### src/pkg/pdcp_consts.svh
// Offsets, field positions, reset values and timing counts of the port.
`ifndef PDCP_CONSTS_SVH
`define PDCP_CONSTS_SVH
`define PDCP_ADDR_W 8
`define PDCP_OFS_FUNC 8'h00
`define PDCP_OFS_POL 8'h04
`define PDCP_OFS_OUT 8'h08
`define PDCP_OFS_IN 8'h0C
`define PDCP_OFS_MODE 8'h10
`define PDCP_OFS_OVLIM 8'h14
`define PDCP_OFS_OVDLY 8'h18
`define PDCP_OFS_STAT 8'h1C
`define PDCP_OFS_CTRL 8'h20
`define PDCP_NPINS 7
`define PDCP_ALARM_PIN 0
`define PDCP_COMMON_PIN 1
`define PDCP_BLOCK_PIN 2
`define PDCP_CTRL_CLEAR 0
`define PDCP_CTRL_OUTEN 1
`define PDCP_RST_OVLIM 16'h7FFF
`define PDCP_RST_OVDLY 16'h000A
`define PDCP_DLY_MIN_US 16'h000A
`define PDCP_DLY_MAX_US 16'hFDE8
`define PDCP_CLK_MHZ 100
`define PDCP_BLOCK_LAT_NS 5000
`define PDCP_CLK_NS 10
`define PDCP_BLOCK_LAT_CYC (`PDCP_BLOCK_LAT_NS / `PDCP_CLK_NS)
`define PDCP_RESP_OKAY 2'b00
`define PDCP_RESP_SLVERR 2'b10
`endif

### src/pkg/pdcp_pkg.sv
// Types shared by the digital control port and its users.
package pdcp_pkg;
  // Function assigned to one port pin.
  typedef enum logic [1:0] {
    FN_GENERAL,
    FN_SENSE,
    FN_ALARM,
    FN_BLOCK
  } pdcp_func_t;
  // Handling of the output-block input.
  typedef enum logic [1:0] {
    BLK_OFF,
    BLK_FOLLOW,
    BLK_LATCHED
  } pdcp_mode_t;
  // AXI4-Lite request from the master.
  typedef struct packed {
    logic awvalid;
    logic [7:0] awaddr;
    logic wvalid;
    logic [31:0] wdata;
    logic [3:0] wstrb;
    logic bready;
    logic arvalid;
    logic [7:0] araddr;
    logic rready;
  } pdcp_axil_req_t;
  // AXI4-Lite answer from the slave.
  typedef struct packed {
    logic awready;
    logic wready;
    logic bvalid;
    logic [1:0] bresp;
    logic arready;
    logic rvalid;
    logic [31:0] rdata;
    logic [1:0] rresp;
  } pdcp_axil_rsp_t;
  // Output and output-enable signals of each two-way port pin.
  typedef struct packed {
    logic [6:0] pin_out;
    logic [6:0] pin_oe_n;
  } pdcp_pins_t;
endpackage

### src/pdcp_port.sv
// Seven-pin digital control port with overvoltage trip and output block.
`timescale 1ns/10ps
`include "pdcp_consts.svh"
module pdcp_port #(
  parameter int NPINS = `PDCP_NPINS,
  parameter logic [15:0] NEG_LIMIT = 16'h0CCC
) (
  // Clock, reset and clock enable.
  input wire logic sys_clk,
  input wire logic reset,
  input wire logic ce,
  // Register bus.
  input wire pdcp_pkg::pdcp_axil_req_t axi_req,
  output pdcp_pkg::pdcp_axil_rsp_t axi_rsp,
  // Port pins.
  input wire logic [NPINS-1:0] pin_in,
  output pdcp_pkg::pdcp_pins_t pins,
  // Sensed output voltage, signed.
  input wire logic [15:0] sense_volt,
  // Persistent store of the block mode.
  input wire pdcp_pkg::pdcp_mode_t nv_mode,
  output logic nv_store,
  output pdcp_pkg::pdcp_mode_t nv_store_mode,
  // Output channel enable.
  output logic out_on
);
  import pdcp_pkg::*;

  // Cycles of one microsecond and of the block latency budget.
  localparam int US_CYC = `PDCP_CLK_MHZ;
  localparam int BLK_CYC = `PDCP_BLOCK_LAT_CYC;

  // Tells whether a function may be placed on a given pin.
  function automatic logic func_legal(input int idx, input pdcp_func_t f);
    func_legal = 1'b1;
    if (f == FN_ALARM && idx != `PDCP_ALARM_PIN) begin
      func_legal = 1'b0;
    end else if (f == FN_BLOCK && idx != `PDCP_BLOCK_PIN) begin
      func_legal = 1'b0;
    end
  endfunction

  // Configuration state.
  pdcp_func_t func_q [NPINS];
  logic [NPINS-1:0] pol_q; // One means negative polarity.
  logic [NPINS-1:0] out_word_q;
  pdcp_mode_t mode_q;
  logic [15:0] ov_lim_q;
  logic [15:0] ov_dly_q;
  logic outen_q;
  logic clear_q; // A clear is waiting for its cause to go.
  logic boot_q; // High in the first cycle after reset.

  // Protection state.
  logic ov_latch_q;
  logic ovn_latch_q;
  logic blk_latch_q;
  logic [6:0] pre_q;
  logic [15:0] us_cnt_q;
  logic blk_true_q;

  // Bus handshake state.
  logic aw_held_q;
  logic w_held_q;
  logic [7:0] awaddr_q;
  logic [31:0] wdata_q;
  logic bvalid_q;
  logic [1:0] bresp_q;
  logic rvalid_q;
  logic [31:0] rdata_q;
  logic [1:0] rresp_q;

  // Combinational views.
  logic wr_go;
  logic [NPINS-1:0] true_lvl;
  logic blk_true;
  logic blk_rise;
  logic ov_over;
  logic ovn_over;
  logic prot_any;
  logic blk_follow;
  logic alarm_on;
  logic [15:0] dly_eff;
  logic pin1_leave;

  // Every pin's true level under its polarity.
  assign true_lvl = pin_in ^ pol_q;
  assign blk_true = (func_q[`PDCP_BLOCK_PIN] == FN_BLOCK)
                    && true_lvl[`PDCP_BLOCK_PIN];
  // A true-going edge: rising when positive, falling when negative.
  assign blk_rise = blk_true && !blk_true_q;
  assign ov_over = $signed(sense_volt) >= $signed(ov_lim_q);
  assign ovn_over = $signed(sense_volt)
                    <= -$signed({1'b0, NEG_LIMIT});
  assign prot_any = ov_latch_q || ovn_latch_q || blk_latch_q;
  assign alarm_on = prot_any;
  assign blk_follow = (mode_q == BLK_FOLLOW) && blk_true;
  // Output follows the enable unless protection or a follow_block_mode block holds it.
  assign out_on = outen_q && !prot_any && !blk_follow;
  // The delay is held within its documented span.
  assign dly_eff = (ov_dly_q < `PDCP_DLY_MIN_US) ? `PDCP_DLY_MIN_US :
                   (ov_dly_q > `PDCP_DLY_MAX_US) ? `PDCP_DLY_MAX_US :
                   ov_dly_q;

  // Write takes place once both address and data are held.
  assign wr_go = ce && aw_held_q && w_held_q && !bvalid_q;
  assign pin1_leave = wr_go && (awaddr_q == `PDCP_OFS_FUNC)
    && (func_q[`PDCP_ALARM_PIN] == FN_ALARM)
    && (pdcp_func_t'(wdata_q[1:0]) != FN_ALARM);

  // Bus ready signals are combinational and forced low while the enable is low.
  assign axi_rsp.awready = ce && !aw_held_q && !bvalid_q;
  assign axi_rsp.wready = ce && !w_held_q && !bvalid_q;
  assign axi_rsp.arready = ce && !rvalid_q;
  assign axi_rsp.bvalid = bvalid_q;
  assign axi_rsp.bresp = bresp_q;
  assign axi_rsp.rvalid = rvalid_q;
  assign axi_rsp.rdata = rdata_q;
  assign axi_rsp.rresp = rresp_q;

  // Address and data are caught in either order.
  always_ff @(posedge sys_clk) begin
    if (reset) begin
      aw_held_q <= 1'b0;
      w_held_q <= 1'b0;
      awaddr_q <= 8'h00;
      wdata_q <= 32'h0000_0000;
    end else if (ce) begin
      if (axi_req.awvalid && axi_rsp.awready) begin
        aw_held_q <= 1'b1;
        awaddr_q <= axi_req.awaddr;
      end else if (wr_go) begin
        aw_held_q <= 1'b0;
      end
      if (axi_req.wvalid && axi_rsp.wready) begin
        w_held_q <= 1'b1;
        wdata_q <= axi_req.wdata;
      end else if (wr_go) begin
        w_held_q <= 1'b0;
      end
    end
  end

  // Write answer stands until the master takes it.
  always_ff @(posedge sys_clk) begin
    if (reset) begin
      bvalid_q <= 1'b0;
      bresp_q <= `PDCP_RESP_OKAY;
    end else if (ce) begin
      if (wr_go) begin
        bvalid_q <= 1'b1;
        // Unmapped and read-only offsets answer with an error.
        if (awaddr_q > `PDCP_OFS_CTRL || awaddr_q[1:0] != 2'b00
            || awaddr_q == `PDCP_OFS_IN || awaddr_q == `PDCP_OFS_STAT) begin
          bresp_q <= `PDCP_RESP_SLVERR;
        end else begin
          bresp_q <= `PDCP_RESP_OKAY;
        end
      end else if (axi_req.bready) begin
        bvalid_q <= 1'b0;
      end
    end
  end

  // Read data is captured on the same edge that takes the address.
  always_ff @(posedge sys_clk) begin
    if (reset) begin
      rvalid_q <= 1'b0;
      rdata_q <= 32'h0000_0000;
      rresp_q <= `PDCP_RESP_OKAY;
    end else if (ce) begin
      if (axi_req.arvalid && axi_rsp.arready) begin
        rvalid_q <= 1'b1;
        rresp_q <= `PDCP_RESP_OKAY;
        rdata_q <= 32'h0000_0000;
        if (axi_req.araddr == `PDCP_OFS_FUNC) begin
          for (int i = 0; i < NPINS; i++) begin
            rdata_q[2*i +: 2] <= func_q[i];
          end
          // Pin 2 reports the alarm while pin 1 carries it.
          if (func_q[`PDCP_ALARM_PIN] == FN_ALARM) begin
            rdata_q[3:2] <= FN_ALARM;
          end
        end else if (axi_req.araddr == `PDCP_OFS_POL) begin
          rdata_q[NPINS-1:0] <= pol_q;
        end else if (axi_req.araddr == `PDCP_OFS_OUT) begin
          rdata_q[NPINS-1:0] <= out_word_q;
        end else if (axi_req.araddr == `PDCP_OFS_IN) begin
          rdata_q[NPINS-1:0] <= pin_in;
        end else if (axi_req.araddr == `PDCP_OFS_MODE) begin
          rdata_q[1:0] <= mode_q;
        end else if (axi_req.araddr == `PDCP_OFS_OVLIM) begin
          rdata_q[15:0] <= ov_lim_q;
        end else if (axi_req.araddr == `PDCP_OFS_OVDLY) begin
          rdata_q[15:0] <= ov_dly_q;
        end else if (axi_req.araddr == `PDCP_OFS_STAT) begin
          rdata_q[5:0] <= {clear_q, out_on, blk_latch_q, ovn_latch_q,
                           ov_latch_q, alarm_on};
        end else if (axi_req.araddr == `PDCP_OFS_CTRL) begin
          rdata_q[`PDCP_CTRL_OUTEN] <= outen_q;
        end else begin
          rresp_q <= `PDCP_RESP_SLVERR;
        end
      end else if (axi_req.rready) begin
        rvalid_q <= 1'b0;
      end
    end
  end

  // Per-pin function registers, each written on its own field.
  for (genvar i = 0; i < NPINS; i++) begin : g_func
    always_ff @(posedge sys_clk) begin
      if (reset) begin
        func_q[i] <= FN_SENSE;
      end else if (ce) begin
        if (i == `PDCP_COMMON_PIN && pin1_leave) begin
          func_q[i] <= FN_SENSE;
        end else if (wr_go && awaddr_q == `PDCP_OFS_FUNC
            && func_legal(i, pdcp_func_t'(wdata_q[2*i +: 2]))) begin
          // Pin 2 is not reprogrammed while pin 1 carries the alarm.
          if (!(i == `PDCP_COMMON_PIN
                && func_q[`PDCP_ALARM_PIN] == FN_ALARM)) begin
            func_q[i] <= pdcp_func_t'(wdata_q[2*i +: 2]);
          end
        end
      end
    end

    // Pin drivers; output enable is low while the pin is driven.
    always_comb begin
      pins.pin_out[i] = 1'b0;
      pins.pin_oe_n[i] = 1'b1;
      if (func_q[i] == FN_GENERAL) begin
        pins.pin_out[i] = out_word_q[i] ^ pol_q[i];
        pins.pin_oe_n[i] = 1'b0;
      end else if (func_q[i] == FN_ALARM) begin
        pins.pin_out[i] = alarm_on ^ pol_q[i];
        pins.pin_oe_n[i] = 1'b0;
      end
    end
  end

  // Plain settings written by software.
  always_ff @(posedge sys_clk) begin
    if (reset) begin
      pol_q <= '0;
      out_word_q <= '0;
      ov_lim_q <= `PDCP_RST_OVLIM;
      ov_dly_q <= `PDCP_RST_OVDLY;
      outen_q <= 1'b0;
    end else if (ce && wr_go) begin
      if (awaddr_q == `PDCP_OFS_POL) begin
        pol_q <= wdata_q[NPINS-1:0];
      end else if (awaddr_q == `PDCP_OFS_OUT) begin
        out_word_q <= wdata_q[NPINS-1:0];
      end else if (awaddr_q == `PDCP_OFS_OVLIM) begin
        ov_lim_q <= wdata_q[15:0];
      end else if (awaddr_q == `PDCP_OFS_OVDLY) begin
        ov_dly_q <= wdata_q[15:0];
      end else if (awaddr_q == `PDCP_OFS_CTRL) begin
        outen_q <= wdata_q[`PDCP_CTRL_OUTEN];
      end
    end
  end

  // Block mode is reloaded from the store after reset, saved on each mode write other than 3.
  always_ff @(posedge sys_clk) begin
    if (reset) begin
      boot_q <= 1'b1;
      mode_q <= BLK_OFF;
      nv_store <= 1'b0;
      nv_store_mode <= BLK_OFF;
    end else if (ce) begin
      boot_q <= 1'b0;
      nv_store <= 1'b0;
      if (boot_q) begin
        mode_q <= nv_mode;
      end else if (wr_go && awaddr_q == `PDCP_OFS_MODE
                   && wdata_q[1:0] != 2'b11) begin
        mode_q <= pdcp_mode_t'(wdata_q[1:0]);
        nv_store <= 1'b1;
        nv_store_mode <= pdcp_mode_t'(wdata_q[1:0]);
      end
    end
  end

  // Overvoltage delay: microsecond counter while the limit is reached or exceeded.
  always_ff @(posedge sys_clk) begin
    if (reset) begin
      pre_q <= '0;
      us_cnt_q <= '0;
    end else if (ce) begin
      if (!ov_over) begin
        pre_q <= '0;
        us_cnt_q <= '0;
      end else if (pre_q == 7'(US_CYC - 1)) begin
        pre_q <= '0;
        if (us_cnt_q != 16'hFFFF) begin
          us_cnt_q <= us_cnt_q + 16'h0001;
        end
      end else begin
        pre_q <= pre_q + 7'h01;
      end
    end
  end

  // Protection clear waits for every cause to go; a new trip wins.
  always_ff @(posedge sys_clk) begin
    if (reset) begin
      clear_q <= 1'b0;
      ov_latch_q <= 1'b0;
      ovn_latch_q <= 1'b0;
      blk_latch_q <= 1'b0;
      blk_true_q <= 1'b0;
    end else if (ce) begin
      blk_true_q <= blk_true;
      if (wr_go && awaddr_q == `PDCP_OFS_CTRL
          && wdata_q[`PDCP_CTRL_CLEAR]) begin
        clear_q <= 1'b1;
      end else if (clear_q && !ov_over && !ovn_over && !blk_true) begin
        clear_q <= 1'b0;
      end
      if (ov_over && us_cnt_q >= dly_eff) begin
        ov_latch_q <= 1'b1;
      end else if (clear_q && !ov_over && !ovn_over && !blk_true) begin
        ov_latch_q <= 1'b0;
      end
      if (ovn_over) begin
        ovn_latch_q <= 1'b1;
      end else if (clear_q && !ov_over && !blk_true) begin
        ovn_latch_q <= 1'b0;
      end
      if (mode_q == BLK_LATCHED && blk_rise) begin
        blk_latch_q <= 1'b1;
      end else if (clear_q && !ov_over && !ovn_over && !blk_true) begin
        blk_latch_q <= 1'b0;
      end
    end
  end

  // Checks on the behaviour above.
  a_sense_no_drive: assert property (@(posedge sys_clk) disable iff (reset)
    func_q[4] == FN_SENSE |-> pins.pin_oe_n[4])
    else $error("sense-only pin is driven");
  a_alarm_pin_sense: assert property (@(posedge sys_clk) disable iff (reset)
    func_q[0] == FN_ALARM |-> pins.pin_out[0] == (prot_any ^ pol_q[0]))
    else $error("alarm pin does not show protection");
  a_pin2_locked: assert property (@(posedge sys_clk) disable iff (reset)
    func_q[0] == FN_ALARM && !pin1_leave |=> $stable(func_q[1]))
    else $error("pin 2 changed while pin 1 carries the alarm");
  a_pin2_released: assert property (@(posedge sys_clk) disable iff (reset)
    pin1_leave |=> func_q[1] == FN_SENSE && func_q[0] != FN_ALARM)
    else $error("pin 2 not sense-only after pin 1 left alarm");
  a_block_latency: assert property (@(posedge sys_clk) disable iff (reset)
    mode_q == BLK_FOLLOW && ce && blk_true |-> ##[0:BLK_CYC] !out_on)
    else $error("output not blocked in time");
  a_block_off: assert property (@(posedge sys_clk) disable iff (reset)
    mode_q == BLK_OFF && outen_q && !prot_any |-> out_on)
    else $error("block input not ignored in off mode");
  a_ov_no_early: assert property (@(posedge sys_clk) disable iff (reset)
    ce && !ov_over ##1 ce && ov_over [*8] |-> !$rose(ov_latch_q))
    else $error("overvoltage tripped before its delay");
  a_alarm_holds: assert property (@(posedge sys_clk) disable iff (reset)
    alarm_on && !clear_q |=> alarm_on)
    else $error("alarm released without a clear");
  a_latch_block: assert property (@(posedge sys_clk) disable iff (reset)
    ce && mode_q == BLK_LATCHED && blk_rise |=> !out_on [*2])
    else $error("latched block did not hold the output off");
  a_bus_answer: assert property (@(posedge sys_clk) disable iff (reset)
    axi_req.arvalid && axi_rsp.arready |=> rvalid_q)
    else $error("read not answered next cycle");
  c_ov_trip: cover property (@(posedge sys_clk) disable iff (reset)
    $rose(ov_latch_q));
  c_follow_block: cover property (@(posedge sys_clk) disable iff (reset)
    blk_follow ##[1:20] !blk_follow && out_on);
  c_pin1_leave: cover property (@(posedge sys_clk) disable iff (reset)
    pin1_leave);
  c_clear_wait: cover property (@(posedge sys_clk) disable iff (reset)
    clear_q && prot_any ##[1:50] !prot_any);
endmodule

### config.mk
export PLATFORM = sky130hd
export DESIGN_NAME = pdcp_port
export DESIGN_NICKNAME = d
export VERILOG_FILES = /design/src/pkg/pdcp_pkg.sv /design/src/pdcp_port.sv
export VERILOG_INCLUDE_DIRS = /design/src /design/src/pkg
export SDC_FILE = /design/constraint.sdc
export NUM_CORES = 1
export LEC_CHECK = 0
export ABC_AREA = 1
export BUFFER_PORTS_ARGS = -buffer_cell sky130_fd_sc_hd__clkbuf_2
export CAP_MARGIN = 40
export CORE_UTILIZATION = 54
export CTS_BUF_LIST = sky130_fd_sc_hd__clkbuf_2 sky130_fd_sc_hd__clkbuf_4 sky130_fd_sc_hd__clkbuf_8
export DETAILED_ROUTE_END_ITERATION = 12
export GPL_ROUTABILITY_DRIVEN = 0
export GPL_TIMING_DRIVEN = 0
export PLACE_DENSITY = 0.78
export SLEW_MARGIN = 20
export SYNTH_ARGS = -nofsm -noshare
export SYNTH_HDL_FRONTEND = slang
export SYNTH_SLANG_ARGS = --single-unit
### constraint.sdc
create_clock -name sys_clk -period 2.5 [get_ports sys_clk]
set_clock_uncertainty 0.15 [all_clocks]
set_input_delay 0.5 -clock sys_clk [delete_from_list [all_inputs] [get_ports sys_clk]]
set_output_delay 0.5 -clock sys_clk [all_outputs]
set_load 0.1 [all_outputs]
# Word-level counts from Yosys, hierarchy flattened
# Memories as Yosys holds them, arrays and structs flattened.
# Cells that the tools add are included.
dict set report word_totals {
  mem_count 1
  ff_bits 129
  ram_bits 14
  input_bits 85
}
# name depth width read_ports rd_clocked_by_memory_dff wr line_no
set memory_table {}
lappend memory_table {func_q 7 2 7 0 7 pdcp_port.sv:44} ;# pdcp_func_t func_q [NPINS];
dict set report op_classes {
  bitwise 28
  addsub 2
  n_mux 150
  n_eq_ne 44
  n_lt_le_gt_ge 6
  reduce_logical 91
}
# op n
set ops {}
lappend ops {{$mux W1} 108}
lappend ops {{$mux W16} 6}
lappend ops {{$eq A8 B5 Y1 const B} 8}
lappend ops {{$mux W2} 23}
lappend ops {{$eq A2 B2 Y1 const B} 21}
lappend ops {{$logic_and A1 B1 Y1} 37}
lappend ops {{$mux W7} 5}
lappend ops {{$eq A8 B4 Y1 const B} 4}
lappend ops {{$ge A16 B16 Y1} 2}
lappend ops {{$mux W14} 2}
lappend ops {{$reduce_and A2 Y1} 14}
lappend ops {{$mux W9} 3}
lappend ops {{$reduce_bool A2 Y1} 10}
lappend ops {{$add A16 B1 Y16 const B} 1}
lappend ops {{$eq A8 B3 Y1 const B} 2}
lappend ops {{$eq A8 B6 Y1 const B} 2}
lappend ops {{$gt A16 B16 Y1 const B} 1}
lappend ops {{$le A16 B13 Y1 const B} 1}
lappend ops {{$logic_not A8 Y1} 2}
lappend ops {{$lt A16 B4 Y1 const B} 1}
lappend ops {{$ne A16 B16 Y1 const B} 1}
lappend ops {{$logic_not A2 Y1} 7}
lappend ops {{$xor A1 B1 Y1} 14}
lappend ops {{$logic_not A1 Y1} 10}
lappend ops {{other kinds (17)} 36}

# Depth between registers and ports, before layout
dict set report logic_depth {
  ltp_word 16
  depth_mapped 18
  ltp_nobuf 17
}

# Least setup slack after synthesis
# No wires, ideal clock.
dict set report synth_path {
  path_kind {reg-to-output}
  from {reg blk_latch_q}
  to {out pins[10] (netlist bit)}
  path_slack_ps -1382
  arrival_time_ps 3232
  n_path_buf 1
  stages_incl_launch_ff 5
  required_time_ps 1850
  cell_sequence {dfxtp_1 nor3_1 clkbuf_1 a21oi_1 a211oi_1}
}
# element line_no
set synth_lines {}
lappend synth_lines {{start: declaration} pdcp_port.sv:57} ;# logic blk_latch_q;
lappend synth_lines {{start signal: assignment} pdcp_port.sv:313} ;# blk_latch_q <= 1'b0;
lappend synth_lines {{start signal: assignment} pdcp_port.sv:334} ;# blk_latch_q <= 1'b1;
lappend synth_lines {{start signal: assignment} pdcp_port.sv:336} ;# blk_latch_q <= 1'b0;
lappend synth_lines {{end: declaration} pdcp_port.sv:17} ;# output pdcp_pkg::pdcp_pins_t pins,

==> flow_metrics.py <==
metrics = {
    "synthesis": {
        "synth.area.top_cells": "dfxtp_1 33%, a21oi_1 8.3%, nand2_1 7.5%, o21ai_0 7.2%, inv_1 6.0%",
        "avgSynthCellArea_sq_um": 7.221,
        "synth_cell_types": 50,
        "yosysSeqAreaShare_pct": 38.31,
        "yosysTopAreaCell": "dfxtp_1",
        "ys_warn_count": 0,
        "synth_top_flop_cell": "dfxtp_1",
        "synthArstFlopShare_pct": 0,
        "synth_seq_cells": 141,
        "synth_top_area_share_pct": 32.87,
        "synthCells": 1071,
        "synthesis.area_sq_mm": 0.007734,
        "synth_edf_count": 14,
    },
    "place": {
        "post-place-ws_ps": -231.4,
        "port_buffers": 104,
        "hpwlAfterDp_mm": 17.10,
        "placed_area_sq_mm": 0.008645,
    },
    "critical_path": {
        "ff2ff_setup_slack_ps": 0,
        "path_cells": "nor3_4 > buf_6 > clkbuf_8 > o21ai_2 > a21oi_2 > a211oi_2 > clkbuf_8",
        "path_delay_family": "buffers and inverters",
        "cp_slowest_cell": "dfxtp_2",
        "cp_slowest_stage_delay_ps": 380,
        "worstSetupPathType": "reg -> out",
        "cp_common_cell": "clkbuf_8",
        "start_kind": "flop",
        "worstPathMaxFanout": 6,
        "crit_buf_inv": 3,
        "crit_arrival_ps": 1960,
        "critPathRequiredTime_ps": 1850,
        "cp-end-kind": "primary output",
    },
    "floorplan": {
        "io-pin-count": 144,
        "fp.dieH_um": 121.7,
        "fp-row-count": 43,
        "die_w_um": 121.7,
        "die_area_sq_mm": 0.01480,
        "coreArea_sq_mm": 0.01393,
        "initial_core_util_pct": 55.50,
    },
    "detailed_routing": {
        "routed.top_layer": "met4",
        "dr_wl_met2_mm": 10.53,
        "avgRoutedWirePerCell_um": 16.19,
        "drc": 0,
        "drt_iter0_drc": 876,
        "wl_met3_mm": 1.935,
        "vias": 7932,
        "wl_mm": 22.87,
        "drt-met1-wl_mm": 9.463,
        "ant_nets": 0,
        "drt-pass1-iter-count": 7,
        "via_per_inst": 5.614,
    },
    "cts": {
        "insertion_delay_ps": 470,
        "cts_tree": "done",
        "cts.sinks": 141,
        "cts_root_buf": "clkbuf_8",
        "cts_buffer_depth": 2,
        "cts_inserted_buffers": 17,
        "clk_pin_slew_ps": 90,
        "h-tree-depth": 4,
        "cts_hold_buf": 0,
    },
    "global_routing": {
        "grt_max_degree": 17,
        "grt_pass1_vias": 7302,
        "grt_usage_pct": 31.91,
        "antenna_found_initial": 0,
        "grt_first_pass_wirelength_mm": 35.96,
        "gr-total-overflow": 0,
    },
    "pwr": {
        "ir_drop_v": 0.0006272,
        "p_leak_nw": 3.971,
        "total_power_mw": 4.938,
        "cellPowerDensity_mw_per_mm2": 531.4,
    },
    "sta": {
        "maxSlewViolCount": 0,
        "fmax_mhz": 383.5,
        "rsz0062_at_grt": "yes",
        "worst_slew_pin_slew_ps": 773.7,
        "fin_crit_ps": 2608,
        "max_slew_margin_pct": 48.42,
        "finalWorstSetupSlack_ps": -107.7,
        "min_period_over_period_pct": 104.3,
        "finalHoldViolCount": 0,
        "finalSetupViolCount": 6,
    },
    "flow_run": {
        "drv_cap": 0,
    },
    "final_layout": {
        "fin_area_sq_mm": 0.009293,
        "n_antenna_cell": 0,
        "drive_above_1_share_pct": 19.71,
        "fin_nets": 1339,
        "syn_to_final_growth_pct": 20.16,
    },
    "outcome": {
        "status": "complete, but fails checks",
        "violations": "setup timing",
    },
    "hold_path": {
        "hold_path.class": "in -> reg",
    },
}
-- cell usage after synthesis, types with 2 or more instances --
cell	n
nor3_2	2
buf_6	2
nand3b_1	4
or4_1	2
o22ai_1	11
xor2_1	13
nand2_2	3
nand3_2	2
a31oi_1	4
nor4_1	10
o21ai_0	111
xnor2_1	4
inv_2	6
nand3_1	48
buf_4	23
o211ai_1	6
buf_1	2
nor2_4	4
nor2_2	8
a21oi_2	8
ha_1	34
nor2_1	111
buf_2	9
edfxtp_1	14
clkbuf_1	29
a211oi_1	9
inv_1	123
a21o_1	2
clkinv_1	2
or2_2	3
nor3_1	17
a21oi_1	128
dfxtp_1	127
nand2_1	154
nand4_1	21
-- layer usage --
| layer | up-vias | track usage, % |
|---|---|---|
| met5 | - | 0 |
| met4 | 0 | 15.20 |
| met3 | 78 | 7.022 |
| met2 | 372 | 51.28 |
| met1 | 3626 | 40.60 |
| li1 | 3856 | - |
-- metrics by stage --
step                      TNS (ps)  std cells  util, %  hold WS [ps]
after floorplan             -265.2       1093        -         289.8
after global placement       -3419       1377    62.04         302.2
after detailed placement     -6306       1377    62.04         309.9
after CTS                   -230.3       1412    66.24         121.6
after global routing        -732.0       1413    66.69         146.6
final                       -337.4       1413    66.69         133.4
-- state kept, by name (all words and copies together), names as in the netlist, 2 cells and up --
name	flops
ov_lim_q	16
us_cnt_q	16
out_word_q	7
ov_dly_q	16
nv_store_mode	2
pre_q	7
wdata_q	16
rdata_q	16
func_q	14
pol_q	7
awaddr_q	8
mode_q	2
-- where the power goes --
group          internal [mW]  total, mW  leakage, nW  switching (mW)
registers               2.33       2.39         1.15          0.0594
logic                  0.177      0.664         2.62           0.488
clock network          0.943       1.88        0.203           0.940
-- worst reg2reg max path: stages, from the launching register on --
cell      delay [ps]
dfxtp_1          350
o21a_1           220
a211oi_1         240
o21ai_0          160
nand2_2          130
inv_4             60
nor3_1           140
ha_1             280
a21oi_1          150
a21oi_1           80
o21ai_1          110
nand3_1          110
nand3_1          110
a21oi_1           60
-- cell type report --
type                            instances  area [sq um]
Sequential cell                       141          2972
Clock inverter                         12         133.9
Fill cell                            1234          4642
Buffer                                 66         372.9
Tap cell                              180         225.2
Timing Repair Buffer                  108         690.7
Clock buffer                           20         262.8
Inverter                              131         494.2
Multi-Input combinational cell        755          4141
-- cell families after synthesis --
kind of cell    after synthesis  synth area share (%)
compound gates              287                 20.05
xor+xnor                     17                 1.925
fa+ha+maj                    34                 5.501
buf+inv                     197                 11.03
flops                       141                 38.31
other cells                   1               0.04849
simple gates                394                 23.14
-- worst paths after layout --
check	startpoint	end	cells after the start
worst max register to register	ov_dly_q[1]	ov_latch_q	13
worst min-delay path	axi_req[49]	awaddr_q[1]	3
worst min register to register	nv_store	nv_store	2
worst max-delay path	blk_latch_q	pins[10]	7
-- timing repair --
action                                  4_1_cts  5_1_grt
endpoints found under the setup margin        9       19
resized for setup                            36       22
gates cloned                                  1        0
buffers inserted                              2        1
hold endpoints to repair                      0        0
pin swaps                                     5        7
-- cells in the final DEF (no fill, tap or decap), types with 4 or more instances in the layout --
cell and n:
a31oi_1 4, a211oi_4 5, nor4_1 9, a21oi_2 13, nor2_1 107, inv_6 4, conb_1 23, nand2_1 153
nor3_1 15, o21ai_0 105, buf_6 4, clkbuf_16 5, nor2_2 12, inv_1 120, clkbuf_8 20, clkbuf_2 97
xnor2_1 4, o211ai_1 6, nand3_1 48, a21oi_1 123, clkbuf_1 28, ha_1 33, o22ai_1 11, dfxtp_1 124
nand2_2 4, buf_4 25, nand4_1 21, edfxtp_1 14, inv_2 8, xor2_1 13, o21ai_1 4, nand3b_1 4
nor2_4 4, buf_2 9
Power figures use the tool's default switching activity.
